**config.mk**
```make
export PLATFORM = sky130hd
export DESIGN_NAME = epfo_top
export DESIGN_NICKNAME = d
export VERILOG_FILES = /design/src/design/epfo_pulse_shaper.v /design/src/design/epfo_top.v
export VERILOG_INCLUDE_DIRS = /design/src /design/src/design
export SDC_FILE = /design/constraint.sdc
export NUM_CORES = 2
export LEC_CHECK = 0
export BUFFER_PORTS_ARGS = -buffer_cell sky130_fd_sc_hd__buf_2
export CORE_AREA = 5 5 408 410
export CTS_CLUSTER_DIAMETER = 150
export DETAILED_ROUTE_END_ITERATION = 6
export DIE_AREA = 0 0 413 415
export RECOVER_POWER = 100
export SYNTH_ARGS = -nofsm -noshare
export SYNTH_HDL_FRONTEND = slang
export SYNTH_SLANG_ARGS = --single-unit
export TNS_END_PERCENT = 100
```
**constraint.sdc**
```tcl
create_clock -name i_clock -period 128.7 [get_ports i_clock]
set_input_delay 6.435 -clock i_clock [delete_from_list [all_inputs] [get_ports i_clock]]
set_output_delay 6.435 -clock i_clock [all_outputs]
set_load 0.02 [all_outputs]
```
**src/design/epfo_consts.vh**
```
`ifndef EPFO_CONSTS_VH
`define EPFO_CONSTS_VH
// Oscillator rate in Hz and clock period in ns
`define EPFO_CLK_HZ         10000000
`define EPFO_CLK_NS         100
// Base rate divider exponents per rate-select code
`define EPFO_DIV_EXP_00     19
`define EPFO_DIV_EXP_01     18
`define EPFO_DIV_EXP_10     17
`define EPFO_DIV_EXP_11     16
// Full-scale slow-output factor 0.204, in 1/1000 units
`define EPFO_FS_MILLI       204
// Transfer constant 515.84, in 1/100 units
`define EPFO_XFER_CENTI     51584
// Slow pulse period limit and calibration pulse width, in ms
`define EPFO_SLOW_MAX_MS    1062
`define EPFO_CAL_WIDTH_MS   173
`define EPFO_CAL_PER_MS     346
// High-rate calibration pulse width, in ns
`define EPFO_HR_WIDTH_NS    35000
// Creep threshold 0.0014 %, in parts per 10^7
`define EPFO_CREEP_PP10M    140
// Calibration multiples (log2)
`define EPFO_CAL_LOG_128    7
`define EPFO_CAL_LOG_HR     11
// Timing counts derived from the clock rate
`define EPFO_SLOW_MAX_CYC   ((`EPFO_SLOW_MAX_MS * 1000000) / `EPFO_CLK_NS)
`define EPFO_CAL_WIDTH_CYC  ((`EPFO_CAL_WIDTH_MS * 1000000) / `EPFO_CLK_NS)
`define EPFO_HR_WIDTH_CYC   ((`EPFO_HR_WIDTH_NS + `EPFO_CLK_NS - 1) / `EPFO_CLK_NS)
`endif

```
**src/design/epfo_pulse_shaper.v**
```verilog
`include "epfo_consts.vh"
// Turns a one-cycle event into a pulse of width min(cap, period/2), or of width cap when i_fixed is set
module epfo_pulse_shaper #(
   parameter CW = 28
) (
   // Clock and reset
   input  wire          i_clock,
   input  wire          i_nrst,
   // Control
   input  wire          i_event,
   input  wire [CW-1:0] i_cap,
   input  wire          i_fixed,
   // Pulse
   output wire          o_active
);
   reg [CW-1:0] period_ff;
   reg [CW-1:0] last_per_ff;
   reg [CW-1:0] width_ff;
   reg [CW-1:0] nxt_width;
   reg          run_ff;
   always @* begin
      // Half the last period when the period is short, else the cap
      nxt_width = i_cap;
      if (!i_fixed && ({1'b0, period_ff} < {i_cap, 1'b0}))
         nxt_width = period_ff >> 1;
      if (nxt_width == {CW{1'b0}})
         nxt_width = {{(CW-1){1'b0}}, 1'b1};
   end
   always @(posedge i_clock or negedge i_nrst) begin
      if (!i_nrst) begin
         period_ff   <= {CW{1'b1}};
         last_per_ff <= {CW{1'b0}};
         width_ff    <= {CW{1'b0}};
         run_ff      <= 1'b0;
      end else if (i_event) begin
         period_ff   <= {CW{1'b0}};
         last_per_ff <= period_ff;
         width_ff    <= nxt_width;
         run_ff      <= 1'b1;
      end else begin
         if (period_ff != {CW{1'b1}})
            period_ff <= period_ff + {{(CW-1){1'b0}}, 1'b1};
         if (run_ff) begin
            width_ff <= width_ff - {{(CW-1){1'b0}}, 1'b1};
            if (width_ff == {{(CW-1){1'b0}}, 1'b1})
               run_ff <= 1'b0;
         end
      end
   end
   assign o_active = run_ff;
endmodule

```
**src/design/epfo_top.v**
```verilog
// Function
// - Multiply channels, filter, convert power to rate
// - Slow outputs pulse low, idle high
// - Base rate is oscillator over selected power-of-two
// - Slow rate follows the transfer equation scaling
// - Full-scale slow rate is 0.204 base rate
// - Scale pin high gives 128/64/32/16 multiples
// - Scale pin low gives 64/32/16 or 2048
// - Slow outputs average over long accumulation
// - Calibration output uses short accumulation
// - Slow outputs alternate, half period below 1062ms
// - Calibration pulse 173ms high, half when short
// - High-rate mode pulse fixed at 35us
// - Below 0.0014 percent base rate, no pulses
`include "epfo_consts.vh"
module epfo_top #(
   parameter SW  = 16,
   parameter PW  = 32,
   // Accumulator holds 2^(PW-2+19) plus one step
   parameter AW  = 52,
   parameter CW  = 28,
   parameter LPF = 12
) (
   // Clock and reset
   input  wire                 i_clock,
   input  wire                 i_nrst,
   // Channel samples, one per sample strobe
   input  wire                 i_sample_valid,
   input  wire signed [SW-1:0] i_current_channel,
   input  wire signed [SW-1:0] i_voltage_channel,
   // Select pins
   input  wire                 i_rate_sel_lo,
   input  wire                 i_rate_sel_hi,
   input  wire                 i_cal_scale_sel,
   // Pulse outputs
   output wire                 o_slow_pulse_a,
   output wire                 o_slow_pulse_b,
   output wire                 o_cal_pulse_out
);
   // Pin synchronisers: change counts once stages two and three agree
   reg  [2:0]        s1_ff;
   reg  [2:0]        s2_ff;
   reg  [2:0]        s3_ff;
   reg  [2:0]        sel_ff;
   always @(posedge i_clock or negedge i_nrst) begin
      if (!i_nrst) begin
         s1_ff  <= 3'h0;
         s2_ff  <= 3'h0;
         s3_ff  <= 3'h0;
         sel_ff <= 3'h0;
      end else begin
         s1_ff <= {i_cal_scale_sel, i_rate_sel_hi, i_rate_sel_lo};
         s2_ff <= s1_ff;
         s3_ff <= s2_ff;
         if (s2_ff == s3_ff)
            sel_ff <= s3_ff;
      end
   end
   wire [1:0] rsel  = sel_ff[1:0];
   wire       scale = sel_ff[2];
   wire       hi_rate = !scale && (rsel == 2'h3);
   // Constants narrowed once here so no assignment truncates
   localparam [5:0]    EXP_00      = `EPFO_DIV_EXP_00;
   localparam [5:0]    EXP_01      = `EPFO_DIV_EXP_01;
   localparam [5:0]    EXP_10      = `EPFO_DIV_EXP_10;
   localparam [5:0]    EXP_11      = `EPFO_DIV_EXP_11;
   localparam [5:0]    FS_EXP      = PW - 2;
   localparam [4:0]    LOG_128     = `EPFO_CAL_LOG_128;
   localparam [4:0]    LOG_HR      = `EPFO_CAL_LOG_HR;
   localparam [AW-1:0] FS_MILLI    = `EPFO_FS_MILLI;
   localparam [AW-1:0] CREEP_PP10M = `EPFO_CREEP_PP10M;
   localparam [AW-1:0] ONE         = {{(AW-1){1'b0}}, 1'b1};
   // Product and one-pole low-pass filter
   reg signed [PW-1:0] prod_ff;
   reg signed [PW-1:0] lpf_ff;
   reg                 pv_ff;
   always @(posedge i_clock or negedge i_nrst) begin
      if (!i_nrst) begin
         prod_ff <= {PW{1'b0}};
         lpf_ff  <= {PW{1'b0}};
         pv_ff   <= 1'b0;
      end else begin
         pv_ff <= i_sample_valid;
         if (i_sample_valid)
            prod_ff <= i_current_channel * i_voltage_channel;
         if (pv_ff)
            lpf_ff <= lpf_ff + ((prod_ff - lpf_ff) >>> LPF);
      end
   end
   // Negative power makes no pulses; reverse indication is not built
   wire [PW-1:0] power = lpf_ff[PW-1] ? {PW{1'b0}} : lpf_ff;
   // Full scale power (2^(PW-2)) gives 0.204 of the base rate: each clock
   // adds 0.204 of the power and the slow threshold is 2^(PW-2+exp).
   function [5:0] base_exp;
      input [1:0] code;
      begin
         case (code)
            2'h0:    base_exp = EXP_00;
            2'h1:    base_exp = EXP_01;
            2'h2:    base_exp = EXP_10;
            default: base_exp = EXP_11;
         endcase
      end
   endfunction
   function [4:0] cal_log;
      input [1:0] code;
      input       sc;
      begin
         if (!sc && code == 2'h3)
            cal_log = LOG_HR;
         else
            cal_log = LOG_128 - {3'h0, code} - {4'h0, ~sc};
      end
   endfunction
   // Accumulator step: add the power, take the threshold off on a crossing
   // The remainder carries over, so no energy is lost between pulses
   function [AW-1:0] acc_next;
      input [AW-1:0] acc;
      input [AW-1:0] add;
      input [AW-1:0] thr;
      begin
         if (acc + add >= thr)
            acc_next = acc + add - thr;
         else
            acc_next = acc + add;
      end
   endfunction
   function acc_cross;
      input [AW-1:0] acc;
      input [AW-1:0] add;
      input [AW-1:0] thr;
      begin
         acc_cross = (acc + add >= thr);
      end
   endfunction
   wire [AW-1:0] scaled   = ({{(AW-PW){1'b0}}, power} * FS_MILLI) / 1000;
   wire [5:0]    sh_slow  = base_exp(rsel) + FS_EXP;
   wire [5:0]    sh_cal   = sh_slow - {1'b0, cal_log(rsel, scale)};
   wire [AW-1:0] thr_slow = ONE << sh_slow;
   wire [AW-1:0] thr_cal  = ONE << sh_cal;
   // Creep: below 0.0014 percent of the base rate nothing accumulates
   wire [AW-1:0] creep     = {{(AW-PW){1'b0}}, power} * 10000000;
   wire [AW-1:0] creep_lim = (ONE << FS_EXP) * CREEP_PP10M * 1000 / 204;
   wire          no_load   = creep < creep_lim;
   // Energy accumulators keep their remainders
   reg  [AW-1:0] acc_slow_ff;
   reg  [AW-1:0] acc_cal_ff;
   reg           ev_slow_ff;
   reg           ev_cal_ff;
   reg           phase_ff;
   wire          cross_slow = acc_cross(acc_slow_ff, scaled, thr_slow);
   wire          cross_cal  = acc_cross(acc_cal_ff, scaled, thr_cal);
   // Long accumulation averages the double-line-frequency ripple
   always @(posedge i_clock or negedge i_nrst) begin
      if (!i_nrst) begin
         acc_slow_ff <= {AW{1'b0}};
         ev_slow_ff  <= 1'b0;
         phase_ff    <= 1'b0;
      end else begin
         ev_slow_ff <= 1'b0;
         if (!no_load) begin
            acc_slow_ff <= acc_next(acc_slow_ff, scaled, thr_slow);
            ev_slow_ff  <= cross_slow;
         end
         // Phase flips after the event so that line a takes the first pulse
         if (ev_slow_ff)
            phase_ff <= ~phase_ff;
      end
   end
   // Short accumulation lets the calibration rate follow the ripple
   always @(posedge i_clock or negedge i_nrst) begin
      if (!i_nrst) begin
         acc_cal_ff <= {AW{1'b0}};
         ev_cal_ff  <= 1'b0;
      end else begin
         ev_cal_ff <= 1'b0;
         if (!no_load) begin
            acc_cal_ff <= acc_next(acc_cal_ff, scaled, thr_cal);
            ev_cal_ff  <= cross_cal;
         end
      end
   end
   // Pulse shaping
   wire a_act;
   wire b_act;
   wire c_act;
   localparam [CW-1:0] SLOW_CAP = `EPFO_SLOW_MAX_CYC / 2;
   localparam [CW-1:0] CAL_CAP  = `EPFO_CAL_WIDTH_CYC;
   localparam [CW-1:0] HR_CAP   = `EPFO_HR_WIDTH_CYC;
   epfo_pulse_shaper #(.CW(CW)) u_a (
      .i_clock (i_clock),
      .i_nrst  (i_nrst),
      .i_event (ev_slow_ff && !phase_ff),
      .i_cap   (SLOW_CAP),
      .i_fixed (1'b0),
      .o_active(a_act)
   );
   epfo_pulse_shaper #(.CW(CW)) u_b (
      .i_clock (i_clock),
      .i_nrst  (i_nrst),
      .i_event (ev_slow_ff && phase_ff),
      .i_cap   (SLOW_CAP),
      .i_fixed (1'b0),
      .o_active(b_act)
   );
   epfo_pulse_shaper #(.CW(CW)) u_c (
      .i_clock (i_clock),
      .i_nrst  (i_nrst),
      .i_event (ev_cal_ff),
      .i_cap   (hi_rate ? HR_CAP : CAL_CAP),
      .i_fixed (hi_rate),
      .o_active(c_act)
   );
   // Each alternate output sees every other pulse; half of its own period
   // (two slow periods) is one slow period, a trade kept for simplicity.
   assign o_slow_pulse_a  = ~a_act;
   assign o_slow_pulse_b  = ~b_act;
   assign o_cal_pulse_out = c_act;
endmodule

```
==> metrics.yaml <==
period_share_pct: 70.1
routed_wl_mm: 248
cts_resized: 0
reg2reg_setup_slack_ns: 38.52
clk_pin_slew_ns: 0.06
clock-sinks: 355
syn_area_mm2: 0.0740
num_rows: 148
yosysWarnings: 0
overflow: 0
cpMaxStageDelayCell: "a211oi_1"
rsz0062_at_grt: "no"
synth_edf_count: 0
yosys.area_share.xor_xnor_pct: 9.68
finalSetupTns_ns: 0
r2r_end: "acc_cal_ff[5]"
clock_skew_ns: 0.0966
synth_simple_gate_area_share_pct: 23.7
maxSlewHeadroom_pct: -343
clock_path_buffers: 3
crit_path_frequent_cell: "a21oi_1"
ant_nets: 0
avgRoutedWirePerCell_um: 21.7
gp_congestion: 0.960
cts_max_level: 2
hold_violations: 0
antenna_cells_inserted: 0
design.die.area_mm2: 0.171
path_class: "flop to flop"
fmax_ghz: 0.0111
synthFlopType: "dfrtp_1"
hp-class: "flop to flop"
synth_top_family_by_area: "simple AND/OR/NAND/NOR gates"
synth_area_per_cell_um2: 7.91
die-height_um: 415
routed_via_density: 6.11
area.growth.synth_to_final_pct: 4.10
cts_hold_buf: 0
clkLatencyLatePin_ns: 0.73
drc: 2
synth-seq-cells: 355
drtPass1Iterations: 7
cp_max_fo: 54
r2r_cells: 191
cts_tree: "built"
worstSetupEndpoint: "acc_cal_ff[5]"
crit_arrival_ns: 90.72
setup_violations: 0
io_buffers: 40
core_mm2: 0.162
max_cap_violations: 16
cts_buffers: 50
critPathCaptureType: "flop"
synthMuxAreaShare_pct: 2.49
critPathRequiredTime_ns: 129.24
worst_pin_slew_ns: 6.65
initial_utilization_pct: 45.7
synthAdderAreaFrac_pct: 22.2
grt_pass1_wl_mm: 392
synthArstFlopShare_pct: 100
die_x_um: 413
failed_checks: "design-rule violations, max-capacitance violations, max-slew violations"
max_stage_delay_ns: 2.61
grt_max_degree: 116
hpwl_mm: 198
post-cts-setup-buffers: 0
drive_above_1_share_pct: 7.12
grt_pass1_vias: 68700
final_max_slew_viol_count: 616
cp-startpoint: "lpf_ff[31]"
status: "complete, but fails checks"
io_pins: 41
synth_compound_area_share_pct: 22.0
cts-root-buf: "clkbuf_16"
grt_usage_pct: 28.3
antenna_found_initial: 4
synth-seq-area-share_pct: 12.1
synthCells: 9354
num_vias: 69900
r2r-start: "lpf_ff[31]"
cp-start-kind: "flop"
yosysUniqueCellTypes: 174
drt_iter0_markers: 5770
fin_crit_ns: 90.18
fin_nets: 10300
[metrics by stage]
| stage | utilization [%] | std cells | instance area [µm²] | setup slack (ns) | hold slack, ns |
|---|---|---|---|---|---|
| after global placement | 46.7 | 11300 | 75700 | 67.37 | 0.345 |
| after CTS | 47.8 | 11400 | 77400 | 66.00 | 0.360 |
| after global routing | 47.5 | 11400 | 77000 | 31.77 | 0.373 |
| after detailed placement | 46.7 | 11300 | 75700 | 66.26 | 0.345 |
| final | 47.5 | 11400 | 77000 | 38.52 | 0.357 |
| after floorplan | - | 9400 | 74200 | 82.09 | 0.331 |
[synthesized netlist by cell type (26+ instances only)]
library cell | count | area, µm²
inv_1 | 921 | 3460
nand2_1 | 815 | 3060
nor2_1 | 767 | 2880
a21oi_1 | 608 | 3040
ha_1 | 557 | 6970
xnor2_1 | 523 | 4580
fa_1 | 472 | 9450
o21ai_0 | 360 | 1800
nor3_1 | 304 | 1520
nand3_1 | 272 | 1360
dfrtp_1 | 271 | 6780
xor2_1 | 256 | 2240
and2_1 | 190 | 1190
clkbuf_1 | 157 | 589
nand4_1 | 132 | 826
and3_1 | 124 | 776
o21bai_1 | 122 | 916
nor4_1 | 110 | 688
a21o_1 | 109 | 818
or3_1 | 105 | 657
o21a_1 | 99 | 743
a31oi_1 | 96 | 601
nand2b_1 | 94 | 588
dfstp_2 | 84 | 2210
mux2_2 | 78 | 878
a211oi_1 | 76 | 571
o211ai_1 | 75 | 563
mux2i_1 | 72 | 721
nor2b_1 | 71 | 444
o21ai_1 | 68 | 340
buf_4 | 61 | 458
o31ai_1 | 61 | 458
buf_2 | 55 | 275
o2111ai_1 | 53 | 464
or4_1 | 47 | 353
and4_1 | 42 | 368
or2_2 | 41 | 257
buf_6 | 35 | 394
a2111oi_0 | 31 | 272
o31a_1 | 31 | 272
a211o_1 | 30 | 263
nand3b_1 | 29 | 218
nor3b_1 | 26 | 195
[worst max-delay path: cells and delay by family, from the launching register on]
| kind | cells | cell delay, ns |
|---|---|---|
| AO/OA/AOI/OAI | 102 | 42.80 |
| XOR/XNOR | 7 | 2.84 |
| adder cells (fa/ha/maj) | 5 | 2.00 |
| buffers and inverters | 19 | 12.76 |
| flip-flops | 1 | 0.86 |
| multiplexers | 8 | 3.78 |
| AND/OR/NAND/NOR | 50 | 24.73 |
[placed cells by master (no fill, tap or decap), types with 65 or more instances in the layout]
cell type  synthesis  final
o21ai_1           68     65
ha_1             557    557
a31oi_1           96     99
dfstp_2           84     78
nand2b_1          94     94
o211ai_1          75     77
nor2b_1           71     71
o21a_1            99    100
buf_4             61     75
o21ai_0          360    364
and3_1           124    124
o21bai_1         122    122
xnor2_1          523    519
inv_1            921    924
nand3_1          272    273
mux2_2            78     75
a21oi_1          608    609
and2_1           190    180
nor3_1           304    305
mux2i_1           72     74
a211oi_1          76     79
a21o_1           109    109
nand2_1          815    816
nand4_1          132    132
dfrtp_1          271    270
xor2_1           256    255
or3_1            105    105
nor2_1           767    768
fa_1             472    472
nor4_1           110    113
[state kept, by name, summed over array words and instances (netlist names), 3 cells and up]
name           flops
acc_cal_ff        52
acc_slow_ff       52
lpf_ff            32
prod_ff           32
s1_ff              3
s2_ff              3
s3_ff              3
sel_ff             3
u_a.period_ff     28
u_a.width_ff      28
u_b.period_ff     28
u_b.width_ff      28
u_c.period_ff     28
u_c.width_ff      28
[final cells by class]
class / instances / area (µm²)
Clock buffer: 59 / 1340
Timing Repair Buffer: 125 / 793
Clock inverter: 32 / 378
Multi-Input combinational cell: 7736 / 59200
Fill cell: 16200 / 85000
Tap cell: 2175 / 2720
Sequential cell: 355 / 8990
Inverter: 951 / 3600
[worst min-delay path by stage]
stage / end / startpoint / cells after the start
after CTS: s2_ff[2] / s1_ff[2] / 0
after global placement: s2_ff[2] / s1_ff[2] / 0
after global routing: s2_ff[0] / s1_ff[0] / 0
after detailed placement: s2_ff[2] / s1_ff[2] / 0
after floorplan: s2_ff[0] / s1_ff[0] / 0
final: s2_ff[2] / s1_ff[2] / 0
[layer usage]
metal / global-route usage (%) / part of all wire, % / wire length [µm] / vias to the layer above
li1: - / - / - / 32900
met1: 37.2 / 43 / 106000 / 34200
met2: 47.6 / 47 / 117000 / 2312
met3: 3.61 / 5.7 / 14200 / 465
met4: 10.2 / 4.2 / 10400 / 6
met5: 0 / 0.015 / 37 / -
[kinds of logic after synthesis]
family | count (synthesis)
AOI/OAI and AO/OA | 2312
xor gates and xnor gates | 799
adders and majority gates | 1031
buffers and inverters | 1309
DFF | 355
muxes | 169
other | 2
and+or+nand+nor | 3377
Power is left out: the tool's default activity adds up to more than one toggle a clock period on the data nets, which glitch-free logic cannot reach.
